<file path="src/usbdc_pkg.sv">
// usbdc_pkg: offsets, field positions and reset values of the
// usb function and dma channel configuration bank.
// assumes an 8-bit mcu data bus with 16-bit byte addresses.
package usbdc_pkg;

	localparam int NUM_CHAN = 4;
	localparam int SLOT_COUNT = 14;

	// usb function registers
	localparam logic [15:0] IRQ_MASK_OFS = 16'hFFFD;
	localparam logic [15:0] USB_CTL_OFS = 16'hFFFC;
	localparam logic [15:0] FRAME_LOW_OFS = 16'hFFFB;
	localparam logic [15:0] FRAME_HIGH_OFS = 16'hFFFA;

	// per channel registers, channel 3 in the top slot
	localparam logic [3:0][15:0] SLOT_LOW_OFS =
		{16'hFFF9, 16'hFFF6, 16'hFFF0, 16'hFFEA};
	localparam logic [3:0][15:0] SLOT_HIGH_OFS =
		{16'hFFF8, 16'hFFF5, 16'hFFEF, 16'hFFE9};
	localparam logic [3:0][15:0] CHAN_CTL_OFS =
		{16'hFFF7, 16'hFFF4, 16'hFFEE, 16'hFFE8};

	// usb control fields
	localparam int CONNECT_BIT = 7;
	localparam int RESPOND_BIT = 6;
	localparam int WAKE_BIT = 5;
	localparam int SCOPE_BIT = 4;
	localparam logic [7:0] USB_CTL_WMASK = 8'hF0;
	localparam logic [7:0] USB_CTL_KEEP = 8'h90;

	// interrupt mask fields
	localparam int OVERWRITE_MASK_BIT = 0;
	localparam logic [7:0] IRQ_MASK_WMASK = 8'hFD;

	// frame number fields
	localparam int FRAME_BITS = 11;
	localparam logic [7:0] FRAME_HIGH_RMASK = 8'h07;

	// slot high fields
	localparam int WIDTH_LSB = 6;
	localparam logic [7:0] SLOT_HIGH_SEL_MASK = 8'h3F;

	// channel control fields
	localparam int CHAN_ENABLE_BIT = 7;
	localparam int WRAP_BIT = 6;
	localparam int DIR_BIT = 3;
	localparam logic [7:0] CHAN_CTL_WMASK = 8'hCF;
	localparam logic [7:0] EP_MASK = 8'h07;

	localparam logic [7:0] REG_RESET = 8'h00;

endpackage

</file>
<file path="src/usbdc_chan.sv">
// usbdc_chan: one dma channel's slot matcher; turns a codec slot
// strobe into a transfer request for this channel's endpoint.
// assumes slot strobes are one-cycle pulses synchronous to mclk.
`timescale 1ns/1ps
module usbdc_chan (
	// clock and reset
	input  wire logic       mclk,
	input  wire logic       arst_n,
	// configuration from the register bank
	input  wire logic [13:0] slot_select,
	input  wire logic [1:0]  bytes_per_slot,
	input  wire logic        channel_enable,
	input  wire logic        wrap_buffer_enable,
	input  wire logic        endpoint_direction,
	input  wire logic [2:0]  endpoint_select,
	// codec slot timing
	input  wire logic        slot_strobe,
	input  wire logic [3:0]  slot_index,
	// transfer request to the mover
	output logic             xfer_req,
	output logic [2:0]       xfer_bytes,
	output logic             xfer_in,
	output logic [2:0]       xfer_ep,
	output logic             xfer_wrap
);

	typedef struct packed {
		logic       req;
		logic [2:0] bytes;
		logic       dir_in;
		logic [2:0] ep;
		logic       wrap;
	} usbdc_chan_state_type;

	usbdc_chan_state_type s;
	usbdc_chan_state_type next_s;
	logic                 selected;

	always_comb begin
		next_s = s;
		next_s.req = 1'b0;
		// slots 14 and 15 do not exist and never match
		selected = (slot_index < 4'hE) && slot_select[slot_index];
		// endpoint 0 belongs to the mcu, never to a channel
		if (slot_strobe && channel_enable && selected &&
				endpoint_select != 3'h0) begin
			next_s.req = 1'b1;
			next_s.bytes = {1'b0, bytes_per_slot} + 3'h1;
			next_s.dir_in = endpoint_direction;
			next_s.ep = endpoint_select;
			next_s.wrap = wrap_buffer_enable;
		end
	end

	always_ff @(posedge mclk or negedge arst_n) begin
		if (!arst_n) begin
			s <= '0;
		end else begin
			s <= next_s;
		end
	end

	assign xfer_req = s.req;
	assign xfer_bytes = s.bytes;
	assign xfer_in = s.dir_in;
	assign xfer_ep = s.ep;
	assign xfer_wrap = s.wrap;

endmodule

</file>
<file path="src/usbdc_regs.sv">
// usbdc_regs: usb function control and dma channel configuration
// register bank on the mcu data bus, with four channel matchers.
// assumes mcu strobes and usb events are synchronous to mclk.
//
// Functional notes
// - mask bit 0 gates setup overwrite interrupt
// - connect bit drives data-plus pullup, else hi-z
// - connect bit survives usb bus reset
// - respond enable gates transactions, cleared by reset
// - remote wake bit requests upstream resume signaling
// - scoped bus reset clears all but connect and scope
// - scoped bus reset drives reset output pin
// - scope bit kept; control bits 3:0 read-only
// - frame number loaded from each sof packet
// - unlocked timer increments frame on pseudo sof
// - four channels, three registers each
// - fourteen slot select bits per channel
// - enabled channel moves data for selected slots
// - transfer direction follows endpoint direction bit
// - control bit 7 enables the channel
// - control bit 6 enables wrap-around buffering
// - bit 3 selects in or out; 5:4 reserved
// - bits 2:0 select endpoint 1 to 7
`timescale 1ns/1ps
module usbdc_regs (
	// clock and reset
	input  wire logic        mclk,
	input  wire logic        arst_n,
	// mcu data bus
	input  wire logic [15:0] mcu_addr,
	input  wire logic [7:0]  mcu_wdata,
	input  wire logic        mcu_wr,
	input  wire logic        mcu_rd,
	output logic [7:0]       mcu_rdata,
	output logic             mcu_hit,
	// usb engine events
	input  wire logic        usb_bus_reset,
	input  wire logic        sof_valid,
	input  wire logic [10:0] sof_frame,
	input  wire logic        pseudo_frame_start,
	input  wire logic        frame_timer_locked,
	input  wire logic        setup_overwrite_flag,
	// usb control outputs
	output logic             dplus_pullup_out,
	output logic             dplus_pullup_oe,
	output logic             function_respond_enable,
	output logic             remote_wake_request,
	output logic             reset_out_pin,
	output logic             system_reset_req,
	output logic             setup_overwrite_irq,
	// codec slot timing
	input  wire logic        slot_strobe,
	input  wire logic [3:0]  slot_index,
	// per channel transfer requests
	output logic [3:0]       xfer_req,
	output logic [3:0][2:0]  xfer_bytes,
	output logic [3:0]       xfer_in,
	output logic [3:0][2:0]  xfer_ep,
	output logic [3:0]       xfer_wrap,
	output logic [3:0]       wrap_buffer_enable
);

	typedef struct packed {
		logic [7:0]      usb_ctl;
		logic [7:0]      irq_mask;
		logic [10:0]     frame_count;
		logic [3:0][7:0] slot_low;
		logic [3:0][7:0] slot_high;
		logic [3:0][7:0] chan_ctl;
		logic [7:0]      rdata;
		logic            hit;
		logic            rst_out;
		logic            irq;
	} usbdc_regs_state_type;

	usbdc_regs_state_type s;
	usbdc_regs_state_type next_s;
	logic                 scoped_reset;

	// returns the channel whose register sits at addr, if any
	function automatic logic [2:0] chan_lookup(
		input logic [15:0]      addr,
		input logic [3:0][15:0] table_ofs
	);
		logic [2:0] res;
		res = 3'h0;
		for (int i = 0; i < usbdc_pkg::NUM_CHAN; i++) begin
			if (addr == table_ofs[i]) begin
				res = {1'b1, 2'(i)};
			end
		end
		return res;
	endfunction

	// read value of any mapped register; unmapped reads give zero
	function automatic logic [8:0] read_value(
		input usbdc_regs_state_type st,
		input logic [15:0]          addr
	);
		logic [2:0] lo;
		logic [2:0] hi;
		logic [2:0] ct;
		logic [8:0] res;
		lo = chan_lookup(addr, usbdc_pkg::SLOT_LOW_OFS);
		hi = chan_lookup(addr, usbdc_pkg::SLOT_HIGH_OFS);
		ct = chan_lookup(addr, usbdc_pkg::CHAN_CTL_OFS);
		res = {1'b0, usbdc_pkg::REG_RESET};
		if (addr == usbdc_pkg::IRQ_MASK_OFS) begin
			res = {1'b1, st.irq_mask};
		end else if (addr == usbdc_pkg::USB_CTL_OFS) begin
			res = {1'b1, st.usb_ctl};
		end else if (addr == usbdc_pkg::FRAME_LOW_OFS) begin
			res = {1'b1, st.frame_count[7:0]};
		end else if (addr == usbdc_pkg::FRAME_HIGH_OFS) begin
			res = {1'b1, 5'h00, st.frame_count[10:8]};
		end else if (lo[2]) begin
			res = {1'b1, st.slot_low[lo[1:0]]};
		end else if (hi[2]) begin
			res = {1'b1, st.slot_high[hi[1:0]]};
		end else if (ct[2]) begin
			res = {1'b1, st.chan_ctl[ct[1:0]]};
		end
		return res;
	endfunction

	always_comb begin
		logic [2:0] lo;
		logic [2:0] hi;
		logic [2:0] ct;
		lo = chan_lookup(mcu_addr, usbdc_pkg::SLOT_LOW_OFS);
		hi = chan_lookup(mcu_addr, usbdc_pkg::SLOT_HIGH_OFS);
		ct = chan_lookup(mcu_addr, usbdc_pkg::CHAN_CTL_OFS);
		next_s = s;
		scoped_reset = usb_bus_reset &&
			s.usb_ctl[usbdc_pkg::SCOPE_BIT];

		// firmware writes; reserved bits are masked to zero
		if (mcu_wr) begin
			if (mcu_addr == usbdc_pkg::IRQ_MASK_OFS) begin
				next_s.irq_mask =
					mcu_wdata & usbdc_pkg::IRQ_MASK_WMASK;
			end else if (mcu_addr == usbdc_pkg::USB_CTL_OFS) begin
				next_s.usb_ctl =
					mcu_wdata & usbdc_pkg::USB_CTL_WMASK;
			end else if (lo[2]) begin
				next_s.slot_low[lo[1:0]] = mcu_wdata;
			end else if (hi[2]) begin
				next_s.slot_high[hi[1:0]] = mcu_wdata;
			end else if (ct[2]) begin
				next_s.chan_ctl[ct[1:0]] =
					mcu_wdata & usbdc_pkg::CHAN_CTL_WMASK;
			end
		end

		// frame number is hardware owned, sof load beats increment
		if (sof_valid) begin
			next_s.frame_count = sof_frame;
		end else if (pseudo_frame_start && !frame_timer_locked) begin
			next_s.frame_count = 11'(s.frame_count + 11'h001);
		end

		// bus reset overrides a same-cycle write of the respond bit; scoped reset overrides all writes
		if (usb_bus_reset) begin
			next_s.usb_ctl[usbdc_pkg::RESPOND_BIT] = 1'b0;
			next_s.frame_count = '0;
			if (scoped_reset) begin
				// connect and scope bits stay, all else cleared
				next_s.usb_ctl = s.usb_ctl &
					usbdc_pkg::USB_CTL_KEEP;
				next_s.irq_mask = usbdc_pkg::REG_RESET;
				next_s.slot_low = '0;
				next_s.slot_high = '0;
				next_s.chan_ctl = '0;
			end
		end
		next_s.rst_out = scoped_reset;

		// setup overwrite interrupt only while unmasked
		next_s.irq = setup_overwrite_flag &&
			s.irq_mask[usbdc_pkg::OVERWRITE_MASK_BIT];

		// read data is registered, valid the cycle after mcu_rd
		if (mcu_rd) begin
			{next_s.hit, next_s.rdata} = read_value(s, mcu_addr);
		end else begin
			next_s.hit = 1'b0;
			next_s.rdata = usbdc_pkg::REG_RESET;
		end
	end

	always_ff @(posedge mclk or negedge arst_n) begin
		if (!arst_n) begin
			s <= '0;
		end else begin
			s <= next_s;
		end
	end

	// pullup drives high only while connected, else released
	assign dplus_pullup_out = s.usb_ctl[usbdc_pkg::CONNECT_BIT];
	assign dplus_pullup_oe = s.usb_ctl[usbdc_pkg::CONNECT_BIT];
	assign function_respond_enable =
		s.usb_ctl[usbdc_pkg::RESPOND_BIT];
	// level follows the bit; firmware must drop it quickly
	assign remote_wake_request = s.usb_ctl[usbdc_pkg::WAKE_BIT];
	assign reset_out_pin = s.rst_out;
	assign system_reset_req = s.rst_out;
	assign setup_overwrite_irq = s.irq;
	assign mcu_rdata = s.rdata;
	assign mcu_hit = s.hit;

	// one matcher per channel; slot bits may be changed live but
	// should be set before enable to avoid partial frames
	for (genvar c = 0; c < usbdc_pkg::NUM_CHAN; c++) begin : g_chan
		usbdc_chan u_chan (
			.mclk               (mclk),
			.arst_n             (arst_n),
			.slot_select        ({s.slot_high[c][5:0],
				s.slot_low[c]}),
			.bytes_per_slot     (s.slot_high[c][7:6]),
			.channel_enable     (s.chan_ctl[c][7]),
			.wrap_buffer_enable (s.chan_ctl[c][6]),
			.endpoint_direction (s.chan_ctl[c][3]),
			.endpoint_select    (s.chan_ctl[c][2:0]),
			.slot_strobe        (slot_strobe),
			.slot_index         (slot_index),
			.xfer_req           (xfer_req[c]),
			.xfer_bytes         (xfer_bytes[c]),
			.xfer_in            (xfer_in[c]),
			.xfer_ep            (xfer_ep[c]),
			.xfer_wrap          (xfer_wrap[c])
		);
		// buffer manager also acts on the wrap bit
		assign wrap_buffer_enable[c] =
			s.chan_ctl[c][usbdc_pkg::WRAP_BIT];
	end

endmodule

</file>
<file path="config.mk">
export PLATFORM = sky130hd
export DESIGN_NAME = usbdc_regs
export DESIGN_NICKNAME = d
export VERILOG_FILES = /design/src/usbdc_pkg.sv /design/src/usbdc_chan.sv /design/src/usbdc_regs.sv
export SDC_FILE = /design/constraint.sdc
export NUM_CORES = 1
export LEC_CHECK = 0
export ABC_AREA = 1
export ABC_CLOCK_PERIOD_IN_PS = 2200
export BUFFER_PORTS_ARGS = -buffer_cell sky130_fd_sc_hd__buf_4
export CAP_MARGIN = 15
export CORE_AREA = 2 2 137 139
export DETAILED_ROUTE_END_ITERATION = 6
export DIE_AREA = 0 0 139 141
export PLACE_DENSITY_LB_ADDON = 0.2
export SYNTH_ARGS = -nofsm -noshare
export SYNTH_HDL_FRONTEND = slang
export SYNTH_SLANG_ARGS = --single-unit
</file>
<file path="constraint.sdc">
create_clock -name mclk -period 2.2 [get_ports mclk]
set_input_delay 0.44 -clock mclk [delete_from_list [all_inputs] [get_ports mclk]]
set_output_delay 0.44 -clock mclk [all_outputs]
set_load 0.02 [all_outputs]
</file>
==> results.sh, run 1 <==
export IMPL_status="finished, final reports clean"
export IMPL_crit_type="in2reg"
export IMPL_cts_buffers=17
export IMPL_synth_xor_area_share=0.00878
export IMPL_finalSetupViolCount=0
export IMPL_rsz0062_at_grt="no"
export IMPL_min_path_type="in2reg"
export IMPL_initial_core_util=0.491
export IMPL_multi_input_area_sq_um=3830
export IMPL_final_area_sq_um=11000
export IMPL_fin_skew_ns=0.0109
export IMPL_powerDensity_nw_per_um2=608
export IMPL_irDropWorstVdd_mv=0.555
export IMPL_cts_buffer_depth=2
export IMPL_grt_max_degree=91
export IMPL_netlist_area_sq_um=8980
export IMPL_grt_use_total=0.281
export IMPL_nets=1305
export IMPL_clock_sinks=170
export IMPL_setup_worst_path_end_class="flop"
export IMPL_h_tree_depth=4
export IMPL_max_freq_ghz=0.484
export IMPL_n_fill_cell=1625
export IMPL_relSlewSlack=0.528
export IMPL_via_per_inst=5.59
export IMPL_tritoncts="yes"
export IMPL_yosys_top_cells_area="dfrtp_1 47%, nand2_1 7.7%, o21ai_0 6.8%"
export IMPL_seq_area_frac_synth=0.474
export IMPL_grt_pass1_wl_um=42900
export IMPL_syn_num_nets=1173
export IMPL_syn_inst=1119
export IMPL_area_growth_pct=22.9
export IMPL_required_ns=2.50
export IMPL_slew_viol_final=0
export IMPL_tightest_slew_ns=0.706
export IMPL_grt_overflow=0
export IMPL_cts_root_buf="clkbuf_16"
export IMPL_dieArea_sq_um=19600
export IMPL_arrival_ns=2.36
export IMPL_drtIter0Drc=771
export IMPL_chipHeight_um=141
export IMPL_io_pins=105
export IMPL_placeableCoreArea_sq_um=18300
export IMPL_layout_common_cells="182 x nand2_1, 172 x buf_4, 170 x dfrtp_1"
export IMPL_port_buffers=104
export IMPL_clock_latency_ns=0.44
export IMPL_crit_fanout=10
export IMPL_yosysUniqueCellTypes=48
export IMPL_synth_top_area_share=0.474
export IMPL_synth_adder_area_share=0.00697
export IMPL_ys_seq_elements=170
export IMPL_drive_gt1_frac=0.211
export IMPL_wl_um=27500
export IMPL_post_place_cells=1465
export IMPL_use_met1=0.406
export IMPL_leakage_nw=5.65
export IMPL_dr_pass1_iters=5
export IMPL_synth_compound_area_frac=0.213
export IMPL_met3_usage=0.0421
export IMPL_grt_pass1_vias=7725
export IMPL_fin_cells=1498
export IMPL_vias=8371
export IMPL_synthSimpleGateAreaFrac=0.191
export IMPL_placed_area_sq_um=10400
export IMPL_critPathLaunchType="primary input"
export IMPL_insertedDiodeCount=0
export IMPL_maxCapViolations=0
export IMPL_busiest_layer="met2"
export IMPL_dpl_hpwl_um=19900
export IMPL_clk_pin_slew_ns=0.06
export IMPL_yosys_area_top_type="dfrtp_1"
export IMPL_ys_warn_count=0
export IMPL_antenna_found_initial=0
export IMPL_die_w_um=139
export IMPL_period_needed_ns=2.06
export IMPL_synth_area_mux_share=0.00446
export IMPL_grt_util_met2=0.439
export IMPL_finalHoldViolations=0
export IMPL_gp_congestion=0.988
export IMPL_rows=50
export IMPL_fin_crit_sh=0.938
export IMPL_drc=0
export IMPL_final_common_cell="nand2_1"
export IMPL_synth_top_family_by_area="compound AO/OA/AOI/OAI gates"
export IMPL_wire_per_inst_um=18.4
export IMPL_avgSynthCellArea_sq_um=8.02
export IMPL_ant_nets=0
export IMPL_regArea_sq_um=4250
## critical path, stage by stage
cell and delay [ns]:
buf_4 0.11, nand2_1 0.09, inv_1 0.05, nand2_1 0.13
nor2_2 0.08, buf_4 0.16, nand2_1 0.11, nand2_2 0.12
nor2_4 0.32, nor2_1 0.06, o21ai_0 0.10, nor2_1 0.11
nor2_1 0.20, nand2_1 0.13, nand2_1 0.07, a21oi_1 0.07
## area by class of cell
class | count | share of cell area
well taps | 234 | 0.0265
flip-flops and latches | 170 | 0.386
multi-input cells | 747 | 0.347
clock buffers | 23 | 0.0442
repair buffers | 187 | 0.143
inverters | 128 | 0.0436
clock inverters | 9 | 0.0101
## power breakdown
group	internal [mW]	leakage [nW]	total [mW]	switching (mW)
clock network	1.80	0.290	3.09	1.29
registers	3.15	2.22	3.17	0.0244
logic	0.154	3.14	0.435	0.281
total	5.10	5.65	6.70	1.60
## flip-flops by register name, indices dropped and copies added (netlist names), 4 cells and up
signal and cells:
g_chan.u_chan.xfer_wrap 4, mcu_rdata 8, wrap_buffer_enable 4, g_chan.u_chan.xfer_req 4, g_chan.u_chan.xfer_ep 12, s 116
g_chan.u_chan.xfer_bytes 12, g_chan.u_chan.xfer_in 4
## layer usage
| layer | wire length, um | share of wire |
|---|---|---|
| met5 | 0 | 0 |
| met4 | 703 | 0.026 |
| met3 | 1760 | 0.064 |
| met2 | 12600 | 0.46 |
| met1 | 12400 | 0.45 |
## logic make-up (layout without fill, tap and decap cells)
family                   count (synthesis)  count (layout)
multiplexers                             4               4
buffers and inverters                  202             347
AND/OR/NAND/NOR                        395             395
XOR/XNOR                                 9               9
AO/OA/AOI/OAI                          334             334
flip-flops                             170             170
adder cells (fa/ha/maj)                  5               5
## Yosys cell counts, drive strengths merged
master and number:
a211oi 13, a21oi 120, a22oi 6, a31oi 5
buf 53, clkbuf 21, clkinv 6, dfrtp 170
ha 5, inv 122, mux2i 4, nand2 193
nand3 46, nand4 6, nor2 127, nor3 18
nor3b 2, nor4 1, o2111ai 1, o211ai 24
o21a 3, o21ai 135, o21bai 2, o221ai 6
o22a 1, o22ai 3, o311ai 8, o32ai 7
or2 1, or3 1, xnor2 1, xor2 8
## final timing paths
check	start	end	slack, ns	cells after the start
worst max-delay path	mcu_addr[11]	mcu_rdata[2]$_DFF_PN0_	0.14	16
worst min-delay path	setup_overwrite_flag	setup_overwrite_irq$_DFF_PN0_	0.20	3
worst max register to register	s[109]$_DFFE_PN0P_	s[116]$_DFFE_PN0P_	0.30	8
worst min register to register	g_chan[3].u_chan.xfer_bytes[1]$_DFFE_PN0P_	g_chan[3].u_chan.xfer_bytes[1]$_DFFE_PN0P_	0.48	2
max in group asynchronous	arst_n	mcu_rdata[2]$_DFF_PN0_	1.05	3
min in group asynchronous	arst_n	g_chan[1].u_chan.xfer_bytes[2]$_DFFE_PN0P_	0.50	2
## through the flow
stage	setup TNS (ns)	hold slack, ns	utilization	total power, mW	setup slack, ns
finish	0	0.199	0.604	6.70	0.136
global route	0	0.207	0.604	6.89	0.0165
CTS	0	0.194	0.603	6.73	0.0880
detailed placement	-8.77	0.410	0.570	3.66	-0.359
global placement	-6.54	0.406	0.570	3.66	-0.374
floorplan	0	0.144	-	3.40	0.260
## what timing repair did
item                       in CTS  in global routing
setup endpoints to repair       0                 18
hold buffers                    1                  0
buffers inserted                0                  0
hold endpoints to repair       39                  0
resized for setup               0                  4
(Power assumes the default switching activity.)
==> run 2, diff against run 1 <==
RECOVER_POWER = 25   (was not set)
==> results.sh, run 2 (synthesis gave the netlist of run 1 again) <==
export IMPL_vias=8335
export IMPL_via_per_inst=5.56
export IMPL_area_growth_pct=22.4
export IMPL_top_register="s"
export IMPL_grt_pass1_vias=7725
export IMPL_largest_register_ffs=116
export IMPL_tritoncts="yes"
export IMPL_cts_buffer_depth=2
export IMPL_die_w_um=139
export IMPL_drc=0
export IMPL_crit_family="simple AND/OR/NAND/NOR gates"
export IMPL_crit_fanout=10
export IMPL_tightest_slew_ns=1.17
export IMPL_critPathLaunchType="primary input"
export IMPL_cts_root_buf="clkbuf_16"
export IMPL_clock_sinks=170
export IMPL_powerDensity_nw_per_um2=609
export IMPL_setup_worst_path_end_class="flop"
export IMPL_layout_common_cells="182 x nand2_1, 170 x dfrtp_1, 170 x buf_4"
export IMPL_antenna_found_initial=0
export IMPL_grt_overflow=0
export IMPL_cts_buffers=17
export IMPL_placed_area_sq_um=10400
export IMPL_use_met1=0.406
export IMPL_required_ns=2.50
export IMPL_fin_skew_ns=0.0104
export IMPL_gp_congestion=0.988
export IMPL_critPathBufInv=3
export IMPL_final_core_util=0.601
export IMPL_finalSetupViolCount=0
export IMPL_slew_viol_final=0
export IMPL_grt_util_met2=0.439
export IMPL_reg2reg_slack_ns=0.30
export IMPL_port_buffers=104
export IMPL_max_stage_delay_ns=0.31
export IMPL_clk_pin_slew_ns=0.06
export IMPL_crit_top_cell="nand2_1"
export IMPL_fin_cells=1498
export IMPL_dr_pass1_iters=5
export IMPL_nets=1305
export IMPL_status="finished, final reports clean"
export IMPL_busiest_layer="met2"
export IMPL_dpl_hpwl_um=19900
export IMPL_fin_crit_sh=0.929
export IMPL_rows=50
export IMPL_wl_um=27500
export IMPL_chipHeight_um=141
export IMPL_irDropWorstVdd_mv=0.558
export IMPL_grt_pass1_wl_um=42900
export IMPL_period_needed_ns=2.04
export IMPL_wire_per_inst_um=18.3
export IMPL_min_path_type="in2reg"
export IMPL_post_place_cells=1465
export IMPL_ant_nets=0
export IMPL_final_area_sq_um=11000
export IMPL_rsz0062_at_grt="no"
export IMPL_final_common_cell="nand2_1"
export IMPL_placeableCoreArea_sq_um=18300
export IMPL_h_tree_depth=4
export IMPL_max_freq_ghz=0.489
export IMPL_finalHoldViolations=0
export IMPL_worst_path_max_delay_cell="nor2_4"
export IMPL_met3_usage=0.0421
export IMPL_crit_type="in2reg"
export IMPL_maxCapViolations=0
export IMPL_leakage_nw=5.63
export IMPL_grt_use_total=0.281
export IMPL_drive_gt1_frac=0.210
export IMPL_insertedDiodeCount=0
export IMPL_drtIter0Drc=744
export IMPL_grt_max_degree=91
export IMPL_initial_core_util=0.491
export IMPL_cts_setup_buffers=0
export IMPL_dieArea_sq_um=19600
export IMPL_path_cells="buf_4 > nand2_1 > inv_1 > nand2_1 > nor2_2 > buf_4 > nand2_1 > nand2_2 > nor2_4 > nor2_1 > o21ai_0 > nor2_1 > nor2_1 > nand2_1 > nand2_1 > a21oi_1"
export IMPL_arrival_ns=2.35
export IMPL_clock_latency_ns=0.44
export IMPL_io_pins=105
export IMPL_relSlewSlack=0.219
==> run 2: changes by cell type in the layout (fill, tap and decap cells not counted), sizes merged <==
cell / before / now
buf: 186 / 181
clkbuf: 23 / 28
==> run 2: stage by stage <==
step | TNS, ns | worst slack [ns] | total power [mW] | hold slack (ns)
after global placement | -6.54 | -0.374 | 3.66 | 0.406
final | 0 | 0.155 | 6.69 | 0.200
after floorplan | 0 | 0.260 | 3.40 | 0.144
after detailed placement | -8.77 | -0.359 | 3.66 | 0.410
after global routing | 0 | 0.00987 | 6.89 | 0.207
after CTS | 0 | 0.0880 | 6.73 | 0.194
==> run 2: area by class of cell <==
type                       count  area, sq um
tap                          234          293
inverter                     128          480
clock inverter                 9          111
multi-input combinational    747         3830
fill                        1631         7280
clock buffer                  23          488
sequential                   170         4250
timing repair buffer         187         1530
==> run 2: worst min-delay path: stages <==
cell and delay (ns):
buf_4 0.08, nand2_1 0.05, inv_1 0.04
==> run 2: path summary, 6_finish.rpt <==
check                                                           start                                          to  depth (start not counted)
hold / removal                                   setup_overwrite_flag               setup_overwrite_irq$_DFF_PN0_                          3
setup reg to reg                                   s[109]$_DFFE_PN0P_                          s[116]$_DFFE_PN0P_                          8
hold reg to reg            g_chan[3].u_chan.xfer_bytes[1]$_DFFE_PN0P_  g_chan[3].u_chan.xfer_bytes[1]$_DFFE_PN0P_                          2
min in group asynchronous                                      arst_n  g_chan[1].u_chan.xfer_bytes[1]$_DFFE_PN0P_                          2
setup / recovery                                         mcu_addr[11]                      mcu_rdata[2]$_DFF_PN0_                         16
max in group asynchronous                                      arst_n                          s[112]$_DFFE_PN0P_                          3
==> run 2: repair_timing <==
action | CTS | global route
gates resized for setup | 0 | 4
endpoints found under the setup margin | 0 | 18
hold buffers | 1 | 0
hold endpoints to repair | 39 | 0
==> run 2: power by group <==
group | switching [mW] | internal [mW]
clock network | 1.29 | 1.80
registers | 0.0244 | 3.15
logic | 0.279 | 0.148
==> run 2: metal layers <==
layer | vias up | wire length (um)
li1 | 3992 | -
met1 | 3976 | 12300
met2 | 321 | 12500
met5 | - | 0
met3 | 46 | 1870
met4 | 0 | 729
